$ cat config.mk
export PLATFORM = sky130hd
export DESIGN_NAME = coc_option_zero
export DESIGN_NICKNAME = d
export VERILOG_FILES = /design/src/coc_pkg.sv /design/src/coc_option_zero.sv
export SDC_FILE = /design/constraint.sdc
export NUM_CORES = 1
export LEC_CHECK = 0
export BUFFER_PORTS_ARGS = -buffer_cell sky130_fd_sc_hd__buf_2
export CORE_MARGIN = 2
export CORE_UTILIZATION = 54
export DETAILED_ROUTE_END_ITERATION = 6
export PLACE_DENSITY = 0.81
export SYNTH_ARGS = -nofsm -noshare
export SYNTH_HDL_FRONTEND = slang
export SYNTH_SLANG_ARGS = --single-unit
export TNS_END_PERCENT = 10
$ cat constraint.sdc
create_clock -name sys_clk -period 3.79 [get_ports sys_clk]
set_input_delay 0.5685 -clock sys_clk [delete_from_list [all_inputs] [get_ports sys_clk]]
set_output_delay 0.5685 -clock sys_clk [all_outputs]
set_load 0.005 [all_outputs]
$ cat src/coc_pkg.sv
package coc_pkg;
   // ==========================================
   // register map
   localparam logic [7:0] OPT0_ADDR = 8'h12;
   localparam logic [7:0] CHG_CUR_ADDR = 8'h14;
   localparam logic [7:0] CHG_VOLT_ADDR = 8'h15;
   localparam logic [15:0] OPT0_RST_SMB = 16'he14e;
   localparam logic [15:0] OPT0_RST_I2C = 16'he34e;
   localparam logic [15:0] CHG_CUR_RST = 16'h0000;
   localparam logic [15:0] CHG_VOLT_RST = 16'h0000;
   // ==========================================
   // field positions of option control zero
   localparam int LOW_PWR_BIT = 15;
   localparam int WD_LSB = 13;
   localparam int AUTO_DIS_BIT = 12;
   localparam int OVP_BIT = 11;
   localparam int AUDIO_BIT = 10;
   localparam int FREQ_LSB = 8;
   localparam int INPUT_OVERCURRENT_PROTECT_BIT = 7;
   localparam int LSOC_BIT = 6;
   localparam int BATTERY_CALIBRATION_DISCHARGE_BIT = 5;
   localparam int ADP_GAIN_BIT = 4;
   localparam int BAT_GAIN_BIT = 3;
   localparam int RSVD_BIT = 2;
   localparam int IREG_EN_BIT = 1;
   localparam int INHIBIT_BIT = 0;
   // ==========================================
   // watchdog timing
   localparam int WD_44_S = 44;
   localparam int WD_88_S = 88;
   localparam int WD_175_S = 175;
   localparam int MS_PER_S = 1000;
   localparam int CLK_PERIOD_NS = 8;
   localparam int MS_NS = 1000000;
   localparam int TICK_CYCLES = MS_NS / CLK_PERIOD_NS;
   // ==========================================
   // analog settings
   localparam logic [10:0] FREQ_600_KHZ = 11'd600;
   localparam logic [10:0] FREQ_800_KHZ = 11'd800;
   localparam logic [10:0] FREQ_1000_KHZ = 11'd1000;
   localparam logic [10:0] FREQ_1200_KHZ = 11'd1200;
   localparam logic [5:0] AUDIO_MIN_KHZ = 6'd40;
   localparam logic [8:0] INPUT_OVERCURRENT_PROTECT_PCT = 9'd300;
   localparam logic [8:0] LSOC_LOW_MV = 9'd170;
   localparam logic [8:0] LSOC_HIGH_MV = 9'd290;
   localparam logic [6:0] ADP_GAIN_LO = 7'd40;
   localparam logic [6:0] ADP_GAIN_HI = 7'd80;
   localparam logic [6:0] BAT_GAIN_LO = 7'd8;
   localparam logic [6:0] BAT_GAIN_HI = 7'd16;
   // ==========================================
   // register access carriers
   typedef struct packed {
      logic write;
      logic [7:0] addr;
      logic [15:0] wdata;
   } coc_req_t;
   typedef struct packed {
      logic ack;
      logic nack;
      logic [15:0] rdata;
   } coc_rsp_t;
endpackage

$ cat src/coc_option_zero.sv
`timescale 1ns/1ns
`default_nettype none
module coc_option_zero #(
   parameter bit I2C_VARIANT = 1'b0,
   parameter int TICK_CYC = coc_pkg::TICK_CYCLES
) (
   input wire logic sys_clk,
   input wire logic resetn,
   input wire logic req_valid,
   input wire coc_pkg::coc_req_t req,
   input wire logic ext_reg_hit,
   output coc_pkg::coc_rsp_t rsp,
   input wire logic battery_only,
   input wire logic battery_present_input,
   input wire logic system_overvoltage,
   input wire logic adapter_present,
   input wire logic processor_hot_output_cfg_en,
   input wire logic bat_mon_cfg_en,
   input wire logic pwr_mon_cfg_en,
   input wire logic cmp_cfg_en,
   output logic processor_hot_output_en,
   output logic battery_current_monitor_en,
   output logic power_monitor_en,
   output logic comparator_en,
   output logic [10:0] switch_freq_khz,
   output logic [5:0] min_freq_khz,
   output logic [8:0] input_overcurrent_protect_pct,
   output logic [8:0] low_side_switch_limit_mv,
   output logic [6:0] adapter_current_monitor_gain,
   output logic [6:0] battery_current_monitor_gain,
   output logic input_current_regulation_on,
   output logic buck_run,
   output logic adapter_switch_on,
   output logic reverse_blocking_switch_on,
   output logic battery_switch_on,
   output logic charge_enable,
   output logic watchdog_expired,
   output logic [15:0] charge_current_setting,
   output logic [15:0] charge_voltage_limit
);
   localparam logic [15:0] OPT0_RST =
      I2C_VARIANT ? coc_pkg::OPT0_RST_I2C : coc_pkg::OPT0_RST_SMB;
   localparam logic [16:0] TICK_LAST = 17'(TICK_CYC - 1);

   // ==========================================
   // decode helpers
   function automatic logic [17:0] wd_limit_ms(input logic [1:0] sel);
      case (sel)
         2'b01: wd_limit_ms = 18'(coc_pkg::WD_44_S * coc_pkg::MS_PER_S);
         2'b10: wd_limit_ms = 18'(coc_pkg::WD_88_S * coc_pkg::MS_PER_S);
         2'b11: wd_limit_ms = 18'(coc_pkg::WD_175_S * coc_pkg::MS_PER_S);
         default: wd_limit_ms = 18'h00000;
      endcase
   endfunction

   logic [15:0] opt_ff;
   logic [15:0] cur_ff;
   logic [15:0] volt_ff;
   logic bp_ff;
   logic wd_exp_ff;
   logic [16:0] tick_ff;
   logic [17:0] ms_ff;
   logic wr_opt;
   logic wr_cur;
   logic wr_volt;
   logic own_hit;
   logic bp_rise;
   logic wd_on;
   logic wd_fire;
   logic [15:0] opt_view;

   // ==========================================
   // access decode
   always_comb begin
      own_hit = 1'b0;
      if (req.addr == coc_pkg::OPT0_ADDR) begin
         own_hit = 1'b1;
      end else if (req.addr == coc_pkg::CHG_CUR_ADDR) begin
         own_hit = 1'b1;
      end else if (req.addr == coc_pkg::CHG_VOLT_ADDR) begin
         own_hit = 1'b1;
      end
   end
   assign wr_opt = req_valid && req.write && req.addr == coc_pkg::OPT0_ADDR;
   assign wr_cur = req_valid && req.write &&
      req.addr == coc_pkg::CHG_CUR_ADDR;
   assign wr_volt = req_valid && req.write &&
      req.addr == coc_pkg::CHG_VOLT_ADDR;
   assign bp_rise = battery_present_input && !bp_ff;
   assign wd_on = opt_ff[coc_pkg::WD_LSB +: 2] != 2'b00;
   // at or past the limit, so a shorter period picked mid-count still fires
   assign wd_fire = wd_on && !wd_exp_ff && tick_ff == TICK_LAST &&
      ms_ff >= wd_limit_ms(opt_ff[coc_pkg::WD_LSB +: 2]) - 18'h00001;
   // reserved bit always seen as one
   always_comb begin
      opt_view = opt_ff;
      opt_view[coc_pkg::RSVD_BIT] = 1'b1;
   end

   // ==========================================
   // answer to the bus engine, one cycle after the request
   always_ff @(posedge sys_clk or negedge resetn) begin
      if (!resetn) begin
         rsp <= '0;
      end else begin
         rsp.ack <= req_valid && (own_hit || ext_reg_hit);
         rsp.nack <= req_valid && !own_hit && !ext_reg_hit;
         rsp.rdata <= 16'h0000;
         if (req_valid && !req.write) begin
            if (req.addr == coc_pkg::OPT0_ADDR) begin
               rsp.rdata <= opt_view;
            end else if (req.addr == coc_pkg::CHG_CUR_ADDR) begin
               rsp.rdata <= cur_ff;
            end else if (req.addr == coc_pkg::CHG_VOLT_ADDR) begin
               rsp.rdata <= volt_ff;
            end
         end
      end
   end

   // ==========================================
   // option control zero register
   always_ff @(posedge sys_clk or negedge resetn) begin
      if (!resetn) begin
         opt_ff <= OPT0_RST;
      end else begin
         if (wr_opt) begin
            opt_ff <= req.wdata;
            opt_ff[coc_pkg::RSVD_BIT] <= 1'b1;
            // status bit: a write of 0 clears it, a write of 1 cannot set it
            opt_ff[coc_pkg::OVP_BIT] <= opt_ff[coc_pkg::OVP_BIT] &&
               req.wdata[coc_pkg::OVP_BIT];
         end
         // adapter unplug clears the latch
         if (!adapter_present) begin
            opt_ff[coc_pkg::OVP_BIT] <= 1'b0;
         end
         // detection beats any clear
         if (system_overvoltage) begin
            opt_ff[coc_pkg::OVP_BIT] <= 1'b1;
         end
         // automatic disable beats a host write
         if (opt_ff[coc_pkg::AUTO_DIS_BIT] && bp_rise) begin
            opt_ff[coc_pkg::IREG_EN_BIT] <= 1'b0;
         end
      end
   end

   // battery present edge history
   always_ff @(posedge sys_clk or negedge resetn) begin
      if (!resetn) begin
         bp_ff <= 1'b0;
      end else begin
         bp_ff <= battery_present_input;
      end
   end

   // ==========================================
   // charge current and voltage limit settings
   always_ff @(posedge sys_clk or negedge resetn) begin
      if (!resetn) begin
         cur_ff <= coc_pkg::CHG_CUR_RST;
         volt_ff <= coc_pkg::CHG_VOLT_RST;
      end else begin
         if (wr_volt) begin
            volt_ff <= req.wdata;
         end
         if (wd_fire) begin
            cur_ff <= 16'h0000;
         end else if (wr_cur) begin
            cur_ff <= req.wdata;
         end
      end
   end

   // ==========================================
   // watchdog: millisecond prescaler and period counter
   always_ff @(posedge sys_clk or negedge resetn) begin
      if (!resetn) begin
         tick_ff <= '0;
         ms_ff <= '0;
         wd_exp_ff <= 1'b0;
      end else begin
         if (wd_fire) begin
            wd_exp_ff <= 1'b1;
         end else if (wr_cur || wr_volt || !wd_on) begin
            wd_exp_ff <= 1'b0;
            tick_ff <= '0;
            ms_ff <= '0;
         end else if (!wd_exp_ff) begin
            if (tick_ff == TICK_LAST) begin
               tick_ff <= '0;
               ms_ff <= ms_ff + 18'h00001;
            end else begin
               tick_ff <= tick_ff + 17'h00001;
            end
         end
      end
   end
   assign watchdog_expired = wd_exp_ff;

   // ==========================================
   // enables of the monitors in low power mode
   always_comb begin
      processor_hot_output_en = processor_hot_output_cfg_en;
      battery_current_monitor_en = bat_mon_cfg_en;
      power_monitor_en = pwr_mon_cfg_en;
      comparator_en = cmp_cfg_en;
      if (opt_ff[coc_pkg::LOW_PWR_BIT] && battery_only) begin
         processor_hot_output_en = 1'b0;
         battery_current_monitor_en = 1'b0;
         power_monitor_en = 1'b0;
         comparator_en = 1'b0;
      end
   end

   // ==========================================
   // converter and protection settings
   always_comb begin
      case (opt_ff[coc_pkg::FREQ_LSB +: 2])
         2'b00: switch_freq_khz = coc_pkg::FREQ_600_KHZ;
         2'b01: switch_freq_khz = coc_pkg::FREQ_800_KHZ;
         2'b10: switch_freq_khz = coc_pkg::FREQ_1000_KHZ;
         default: switch_freq_khz = coc_pkg::FREQ_1200_KHZ;
      endcase
   end
   // zero means no lower bound
   assign min_freq_khz = opt_ff[coc_pkg::AUDIO_BIT] ?
      coc_pkg::AUDIO_MIN_KHZ : 6'h00;
   assign input_overcurrent_protect_pct = opt_ff[coc_pkg::INPUT_OVERCURRENT_PROTECT_BIT] ?
      coc_pkg::INPUT_OVERCURRENT_PROTECT_PCT : 9'h000;
   assign low_side_switch_limit_mv = opt_ff[coc_pkg::LSOC_BIT] ?
      coc_pkg::LSOC_HIGH_MV : coc_pkg::LSOC_LOW_MV;
   assign adapter_current_monitor_gain = opt_ff[coc_pkg::ADP_GAIN_BIT] ?
      coc_pkg::ADP_GAIN_HI : coc_pkg::ADP_GAIN_LO;
   assign battery_current_monitor_gain = opt_ff[coc_pkg::BAT_GAIN_BIT] ?
      coc_pkg::BAT_GAIN_HI : coc_pkg::BAT_GAIN_LO;
   assign input_current_regulation_on =
      opt_ff[coc_pkg::IREG_EN_BIT];

   // ==========================================
   // power path and charging
   assign buck_run = !opt_ff[coc_pkg::BATTERY_CALIBRATION_DISCHARGE_BIT];
   assign battery_switch_on = opt_ff[coc_pkg::BATTERY_CALIBRATION_DISCHARGE_BIT];
   // overvoltage latch opens both input switches, independent of battery_calibration_discharge mode
   assign adapter_switch_on = !opt_ff[coc_pkg::OVP_BIT];
   assign reverse_blocking_switch_on = !opt_ff[coc_pkg::OVP_BIT];
   assign charge_enable = !opt_ff[coc_pkg::INHIBIT_BIT] &&
      !opt_ff[coc_pkg::BATTERY_CALIBRATION_DISCHARGE_BIT] && cur_ff != 16'h0000;
   assign charge_current_setting = cur_ff;
   assign charge_voltage_limit = volt_ff;

   // ==========================================
   // checks
   low_power_gate_a: assert property (
      @(posedge sys_clk) disable iff (!resetn)
      opt_ff[coc_pkg::LOW_PWR_BIT] && battery_only |->
      !processor_hot_output_en && !comparator_en && !power_monitor_en &&
      !battery_current_monitor_en)
      else $error("low power mode left an enable on");
   perf_follow_a: assert property (
      @(posedge sys_clk) disable iff (!resetn)
      !opt_ff[coc_pkg::LOW_PWR_BIT] |->
      battery_current_monitor_en == bat_mon_cfg_en)
      else $error("monitor enable ignores its config bit");
   wd_zero_a: assert property (
      @(posedge sys_clk) disable iff (!resetn)
      wd_fire |=> charge_current_setting == 16'h0000 && watchdog_expired)
      else $error("watchdog expiry did not zero charge current");
   wd_restart_a: assert property (
      @(posedge sys_clk) disable iff (!resetn)
      watchdog_expired && (wr_cur || wr_volt) |=>
      !watchdog_expired && ms_ff == 18'h00000)
      else $error("watchdog did not restart on write");
   auto_dis_a: assert property (
      @(posedge sys_clk) disable iff (!resetn)
      $rose(battery_present_input) && opt_ff[coc_pkg::AUTO_DIS_BIT]
      |=> !input_current_regulation_on)
      else $error("input regulation not auto disabled");
   ovp_latch_a: assert property (
      @(posedge sys_clk) disable iff (!resetn)
      system_overvoltage |=> !adapter_switch_on &&
      !reverse_blocking_switch_on && opt_ff[coc_pkg::OVP_BIT])
      else $error("overvoltage did not latch switches off");
   ovp_unplug_a: assert property (
      @(posedge sys_clk) disable iff (!resetn)
      !adapter_present && !system_overvoltage |=> adapter_switch_on)
      else $error("unplug did not clear overvoltage latch");
   battery_calibration_discharge_stop_a: assert property (
      @(posedge sys_clk) disable iff (!resetn)
      opt_ff[coc_pkg::BATTERY_CALIBRATION_DISCHARGE_BIT] |->
      !buck_run && battery_switch_on && !charge_enable)
      else $error("battery_calibration_discharge mode power path mismatch");
   inhibit_a: assert property (
      @(posedge sys_clk) disable iff (!resetn)
      opt_ff[coc_pkg::INHIBIT_BIT] || cur_ff == 16'h0000 |-> !charge_enable)
      else $error("charging while inhibited or zero current");
   unmapped_a: assert property (
      @(posedge sys_clk) disable iff (!resetn)
      req_valid && !own_hit && !ext_reg_hit |=> rsp.nack && !rsp.ack)
      else $error("unmapped address not refused");
   rsvd_one_a: assert property (
      @(posedge sys_clk) disable iff (!resetn)
      req_valid && !req.write && req.addr == coc_pkg::OPT0_ADDR
      |=> rsp.rdata[coc_pkg::RSVD_BIT])
      else $error("reserved bit read as zero");
endmodule
`default_nettype wire

After elaboration in Yosys (flattened, before gate mapping)
Index checks and enable logic that the tools add are counted.
{"block": "word_totals", "out_inout_bits": 110, "latchBits": 0, "ff_bits": 102, "romBits": 0, "input_bits": 37, "ramBits": 0, "mem_count": 0}
{"block": "op_classes", "n_reduce_logical": 38, "eq_ne": 11, "bitwise": 1, "n_shift": 0, "mux": 32, "mul": 0, "div": 0, "add_sub_neg": 3, "n_lt_le_gt_ge": 1}
{"operator": "$mux 16", "n": 6}
{"operator": "$mux 18", "n": 3}
{"operator": "$pmux 18 s3", "n": 1}
{"operator": "$mux 17", "n": 3}
{"operator": "$pmux 11 s3", "n": 1}
{"operator": "$eq 8x5->1 const B", "n": 3}
{"operator": "$add 18x1->18 const B", "n": 1}
{"operator": "$ge 18x18->1", "n": 1}
{"operator": "$mux 9", "n": 2}
{"operator": "$sub 18x1->18 const B", "n": 1}
{"operator": "$add 17x1->17 const B", "n": 1}
{"operator": "$eq 17x17->1 const B", "n": 1}
{"operator": "$logic_and 1x1->1", "n": 17}
{"operator": "$reduce_bool 16->1", "n": 1}
{"operator": "$mux 1", "n": 12}
{"operator": "$mux 12", "n": 1}
{"operator": "$reduce_bool 2->1", "n": 5}
{"operator": "$logic_not 1->1", "n": 9}
{"operator": "$mux 7", "n": 1}
{"operator": "$eq 2x2->1 const B", "n": 3}
{"operator": "$mux 6", "n": 1}
{"operator": "$mux 5", "n": 1}
{"operator": "$eq 2x1->1 const B", "n": 2}
{"operator": "$logic_or 1x1->1", "n": 3}
{"operator": "other kinds (6)", "n": 6}

Longest topological paths before layout
{"block": "depth", "ltp_word": 7, "mapped_depth": 12}

Worst setup path after synthesis
Ideal clock, no wire load.
{"block": "synth_path", "path_kind": "reg2reg", "from": "register opt_ff[13]", "to": "register tick_ff[12]", "path_buffers": 2, "required_ns": 3.707, "arrival_time_ns": 2.720, "slack_ns": 0.987, "path_stages_with_launch": 13, "setup_ns": 0.083, "path_cell_list": "dfstp_2 -> inv_1 -> ha_1 -> buf_2 -> xnor2_1 -> ha_1 -> nand4_1 -> or3_1 -> o32a_1 -> a21boi_4 -> buf_4 -> nor3_1 -> o22ai_1"}
{"block": "synth_via", "elab_chain_cells": 7, "elab_cells_between_ends": 16, "classes_between": "add/sub (1); order compare (1); eq/ne (4); mux (2); bitwise (1); reduce/logical (7)"}
{"item": "start, declared", "line": "coc_option_zero.sv:56", "rtl": "logic [15:0] opt_ff;"}
{"item": "start signal, assigned", "line": "coc_option_zero.sv:128", "rtl": "opt_ff <= req.wdata;"}
{"item": "start signal, assigned by index", "line": "coc_option_zero.sv:131", "rtl": "opt_ff[coc_pkg::OVP_BIT] <= opt_ff[coc_pkg::OVP_BIT] &&"}
{"item": "$eq 2x2->1 or $eq 2x1->1 (tied branches)", "line": "coc_option_zero.sv:48", "rtl": "case (sel)"}
{"item": "$pmux 18 s3", "line": "coc_option_zero.sv:48"}
{"item": "$sub 18x1->18", "line": "coc_option_zero.sv:93", "rtl": "ms_ff >= wd_limit_ms(opt_ff[coc_pkg::WD_LSB +: 2]) - 18'h00001;"}
{"item": "$ge 18x18->1", "line": "coc_option_zero.sv:93"}
{"item": "$logic_and 1x1->1", "line": "coc_option_zero.sv:92", "rtl": "assign wd_fire = wd_on && !wd_exp_ff && tick_ff == TICK_LAST &&"}
{"item": "$not 1->1 (no line)"}
{"item": "$reduce_and 2->1 (no line)"}
{"item": "end signal, assigned", "line": "coc_option_zero.sv:195", "rtl": "tick_ff <= tick_ff + 17'h00001;"}
{"item": "end, declared", "line": "coc_option_zero.sv:61", "rtl": "logic [16:0] tick_ff;"}
Parallel ways exist; a longest one is shown, timed or not.
A chain may end at the register's enable or synchronous reset.

Final worst setup path
{"block": "layout_path", "from": "register opt_ff[14]", "to": "register ms_ff[5]"}
{"block": "layout_via", "elab_chain_cells": 7, "elab_cells_between_ends": 17, "classes_between": "add/sub (1); order compare (1); eq/ne (4); mux (2); bitwise (1); reduce/logical (8)"}
{"item": "$eq 2x2->1 or $eq 2x1->1 (tied branches)", "line": "coc_option_zero.sv:48"}
{"item": "$pmux 18 s3", "line": "coc_option_zero.sv:48"}
{"item": "$sub 18x1->18", "line": "coc_option_zero.sv:93"}
{"item": "$ge 18x18->1", "line": "coc_option_zero.sv:93"}
{"item": "$logic_and 1x1->1", "line": "coc_option_zero.sv:92"}
{"item": "$not 1->1 (no line)"}
{"item": "$reduce_and 3->1 (no line)"}
{"item": "end signal, assigned", "line": "coc_option_zero.sv:193", "rtl": "ms_ff <= ms_ff + 18'h00001;"}
{"item": "end, declared", "line": "coc_option_zero.sv:62", "rtl": "logic [17:0] ms_ff;"}
Parallel ways exist; a longest one is shown, timed or not.

==> impl_metrics.ini <==
[clock_network]
post_cts_buffers = 0
post_cts_resized = 0
numCtsBuffers = 9
clkTransAtPathRegs_ns = 0.10
cts_tree = done
cts_max_level = 3
clk_latency_ns = 0.38
cts_buffer_depth = 2
root_buffer = clkbuf_8
ctsHoldBuffers = 0
clkSinkCount = 102

[sta]
rsz0062_at_grt = false
post-route-period-util_pct = 87.51
max_freq_mhz = 301.5
period_minus_slack_ns = 3.316
finalClockSkew_ns = 0.02313
worst_slew_pin_slew_ns = 0.7467
finalHoldViolCount = 0
max_slew_margin_pct = 50.21
tns_ns = 0
setup_violations = 0
drv_slew = 0

[pwr]
switching_share_pct = 26.72
p_comb_share_pct = 8.6
p_leak_nw = 3.207
ir_worst_vdd_mv = 0.2132
p_clk_share_pct = 33.5
p_sw_uw = 518.9
p_seq_share_pct = 57.9
p_per_area_nw_per_um2 = 303.6
p_int_mw = 1.423

[setup_path]
crit_buf_inv = 2
startpoint_type = flip-flop
crit_chain = inv_1, ha_1, xnor2_1, ha_1, nand4_1, or3_1, o32a_1, a21boi_4, buf_4, o31ai_1, o31ai_1
timing.rr.end = ms_ff[5]$_DFFE_PN0P_
worstPathArrival_ns = 3.58
path_delay_family = compound AO/OA/AOI/OAI gates
startpoint = opt_ff[14]$_DFFE_PN1P_
reg2regPathDepth = 11
critical_path_class = reg2reg
cp-endpoint = ms_ff[5]$_DFFE_PN0P_
critPathSlowestCell = dfstp_2
regToRegSetupSlack_ns = 0.47
r2r-start = opt_ff[14]$_DFFE_PN1P_
cp.depth = 11
worst_setup_path_end_kind = flip-flop
max_stage_delay_ns = 0.60
worstPathRequired_ns = 4.06
cp_max_fo = 15

[yosys]
avgSynthCellArea_um2 = 10.53
ys_types = 66
ys_seq_area_share_pct = 45.03
synth_cells = 540
yosys_warnings = 0
synth_top_cell_area_share_pct = 41.79
synth_area_leaders = dfrtp_1 (42%), buf_4 (5.8%), mux2_2 (5.7%), ha_1 (5.5%), nor2_1 (3.8%)
synth.largest_area_cell = dfrtp_1
synth_ff_type = dfrtp_1
synth_edf_count = 0
synth-seq-cells = 102
ys_async_sr_fraction_pct = 100.0
syn-cell-area_um2 = 5688

[run]
drv_cap = 0

[floorplanning]
dieArea_um2 = 11370
rows = 37
start_util_pct = 55.34
die_x_um = 106.6
die_h_um = 106.6
core-area_um2 = 10280
ios = 147

[global_route]
grt_use_total_pct = 24.49
grt_max_degree = 43
antenna_found_initial = 0
overflow = 0
grt_pass1_wl_um = 22270
grt_pass1_vias = 4489

[cells_and_area]
diodes = 0
final_core_util_pct = 62.24
nets = 706
syn2layout_area_growth_pct = 12.45
drive_gt1_share_pct = 31.43

[detailed_routing]
wl_um = 13810
vias = 4704
routedWlPerCell_um = 17.60
drc = 0
vias_per_cell = 5.992
first_pass_iters = 6
first_iter_violations = 492
antenna_left = 0

[place]
gp_congestion = 0.8593
numPortBuffers = 120
dp_hpwl_um = 9921

[hold_path]
hp-class = in2async

[status]
status = finished clean
## synth_stat cells (2+ instances only)
cell type	count
dfrtp_1	95
nor2_1	57
buf_4	44
mux2_2	29
nand3_1	26
ha_1	25
inv_1	21
nand2_1	20
o31ai_1	20
mux2i_1	17
a222oi_1	15
a21oi_1	14
o21ai_1	14
a31oi_1	12
and2_1	10
buf_2	7
dfstp_2	7
nand4_1	7
o21ai_0	7
and3_1	6
and4_1	6
clkbuf_1	6
nor3_1	6
nor4_1	6
nand2b_1	5
or3_1	4
buf_6	3
nor2b_1	3
o311ai_1	3
a41oi_1	2
conb_1	2
nor3_2	2
nor3b_2	2
nor4b_4	2
o21a_1	2
or4_1	2
xor2_1	2
## through the flow
stage | hold slack, ns | power, mW | setup WS [ns] | instances | cell area, um2
after CTS | 0.08561 | 1.951 | 0.4804 | 785 | 6396
after detailed placement | 0.4394 | 1.313 | 0.5254 | 769 | 6213
after floorplan | 0.2729 | 1.243 | 0.9868 | 564 | 5778
after global placement | 0.4294 | 1.306 | 0.6428 | 769 | 6213
after global routing | 0.08476 | 2.026 | 0.2315 | 785 | 6396
final | 0.08168 | 1.942 | 0.4735 | 785 | 6396
## power by group through the flow
stage / Combinational [mW] / Sequential (mW) / Clock (mW)
after floorplan: 0.102 / 1.14 / 0
after global placement: 0.163 / 1.14 / 0
after detailed placement: 0.169 / 1.14 / 0
after CTS: 0.169 / 1.12 / 0.658
after global routing: 0.189 / 1.13 / 0.711
final: 0.168 / 1.12 / 0.650
## worst min-delay path by stage
stage / from / slack [ns] / cells past startpoint / endpoint
finish: resetn / 0.08 / 1 / rsp[8]$_DFF_PN0_
global route: resetn / 0.08 / 1 / rsp[8]$_DFF_PN0_
CTS: resetn / 0.09 / 1 / rsp[8]$_DFF_PN0_
detailed placement: opt_ff[12]$_DFFE_PN0P_ / 0.44 / 1 / opt_ff[1]$_DFFE_PN1P_
global placement: opt_ff[12]$_DFFE_PN0P_ / 0.43 / 1 / opt_ff[1]$_DFFE_PN1P_
floorplan: resetn / 0.27 / 0 / bp_ff$_DFF_PN0_
## area by class of cell
type | count | area, um2
fillers | 839 | 3881
inverters | 22 | 82.58
flip-flops and latches | 102 | 2561
well taps | 136 | 170.2
clock inverters | 6 | 55.05
multi-input cells | 379 | 2709
clock buffers | 10 | 127.6
repair buffers | 130 | 690.7
## registers in the layout (all words and copies together), names as in the netlist
signal	count
bp_ff	1
charge_current_setting	16
charge_voltage_limit	16
ms_ff	18
opt_ff	15
rsp	18
tick_ff	17
watchdog_expired	1
## logic make-up after synthesis
kind of cell	after synthesis	share of synthesized area (%)
other	2	0.1320
and+or+nand+nor	172	16.78
AOI/OAI and AO/OA	107	14.43
xor gates and xnor gates	3	0.4620
DFF	102	45.03
muxes	46	8.733
buffers and inverters	83	8.931
adders and majority gates	25	5.499
## cell usage in the layout, fill, tap and decap left out, drive strengths merged, types with 10 or more instances in the layout
master,synthesis,routed
clkbuf,6,10
conb,2,26
a222oi,15,15
nand3,26,26
buf,55,130
and2,10,10
nor2,58,58
mux2i,17,17
a31oi,12,12
o21ai,23,23
a21oi,14,14
mux2,29,29
dfrtp,95,95
inv,22,25
ha,25,25
o31ai,21,21
nand2,21,21
## metal layers
layer  GRT usage, %  wire length, um  vias to the layer above
met1          31.50             5512                     2297
met4          7.514              218                        0
li1               -                -                     2124
met5              0                0                        -
met3          4.195             1066                       26
met2          42.36             7017                      257
Note: power is estimated with default switching activity, not from simulation.
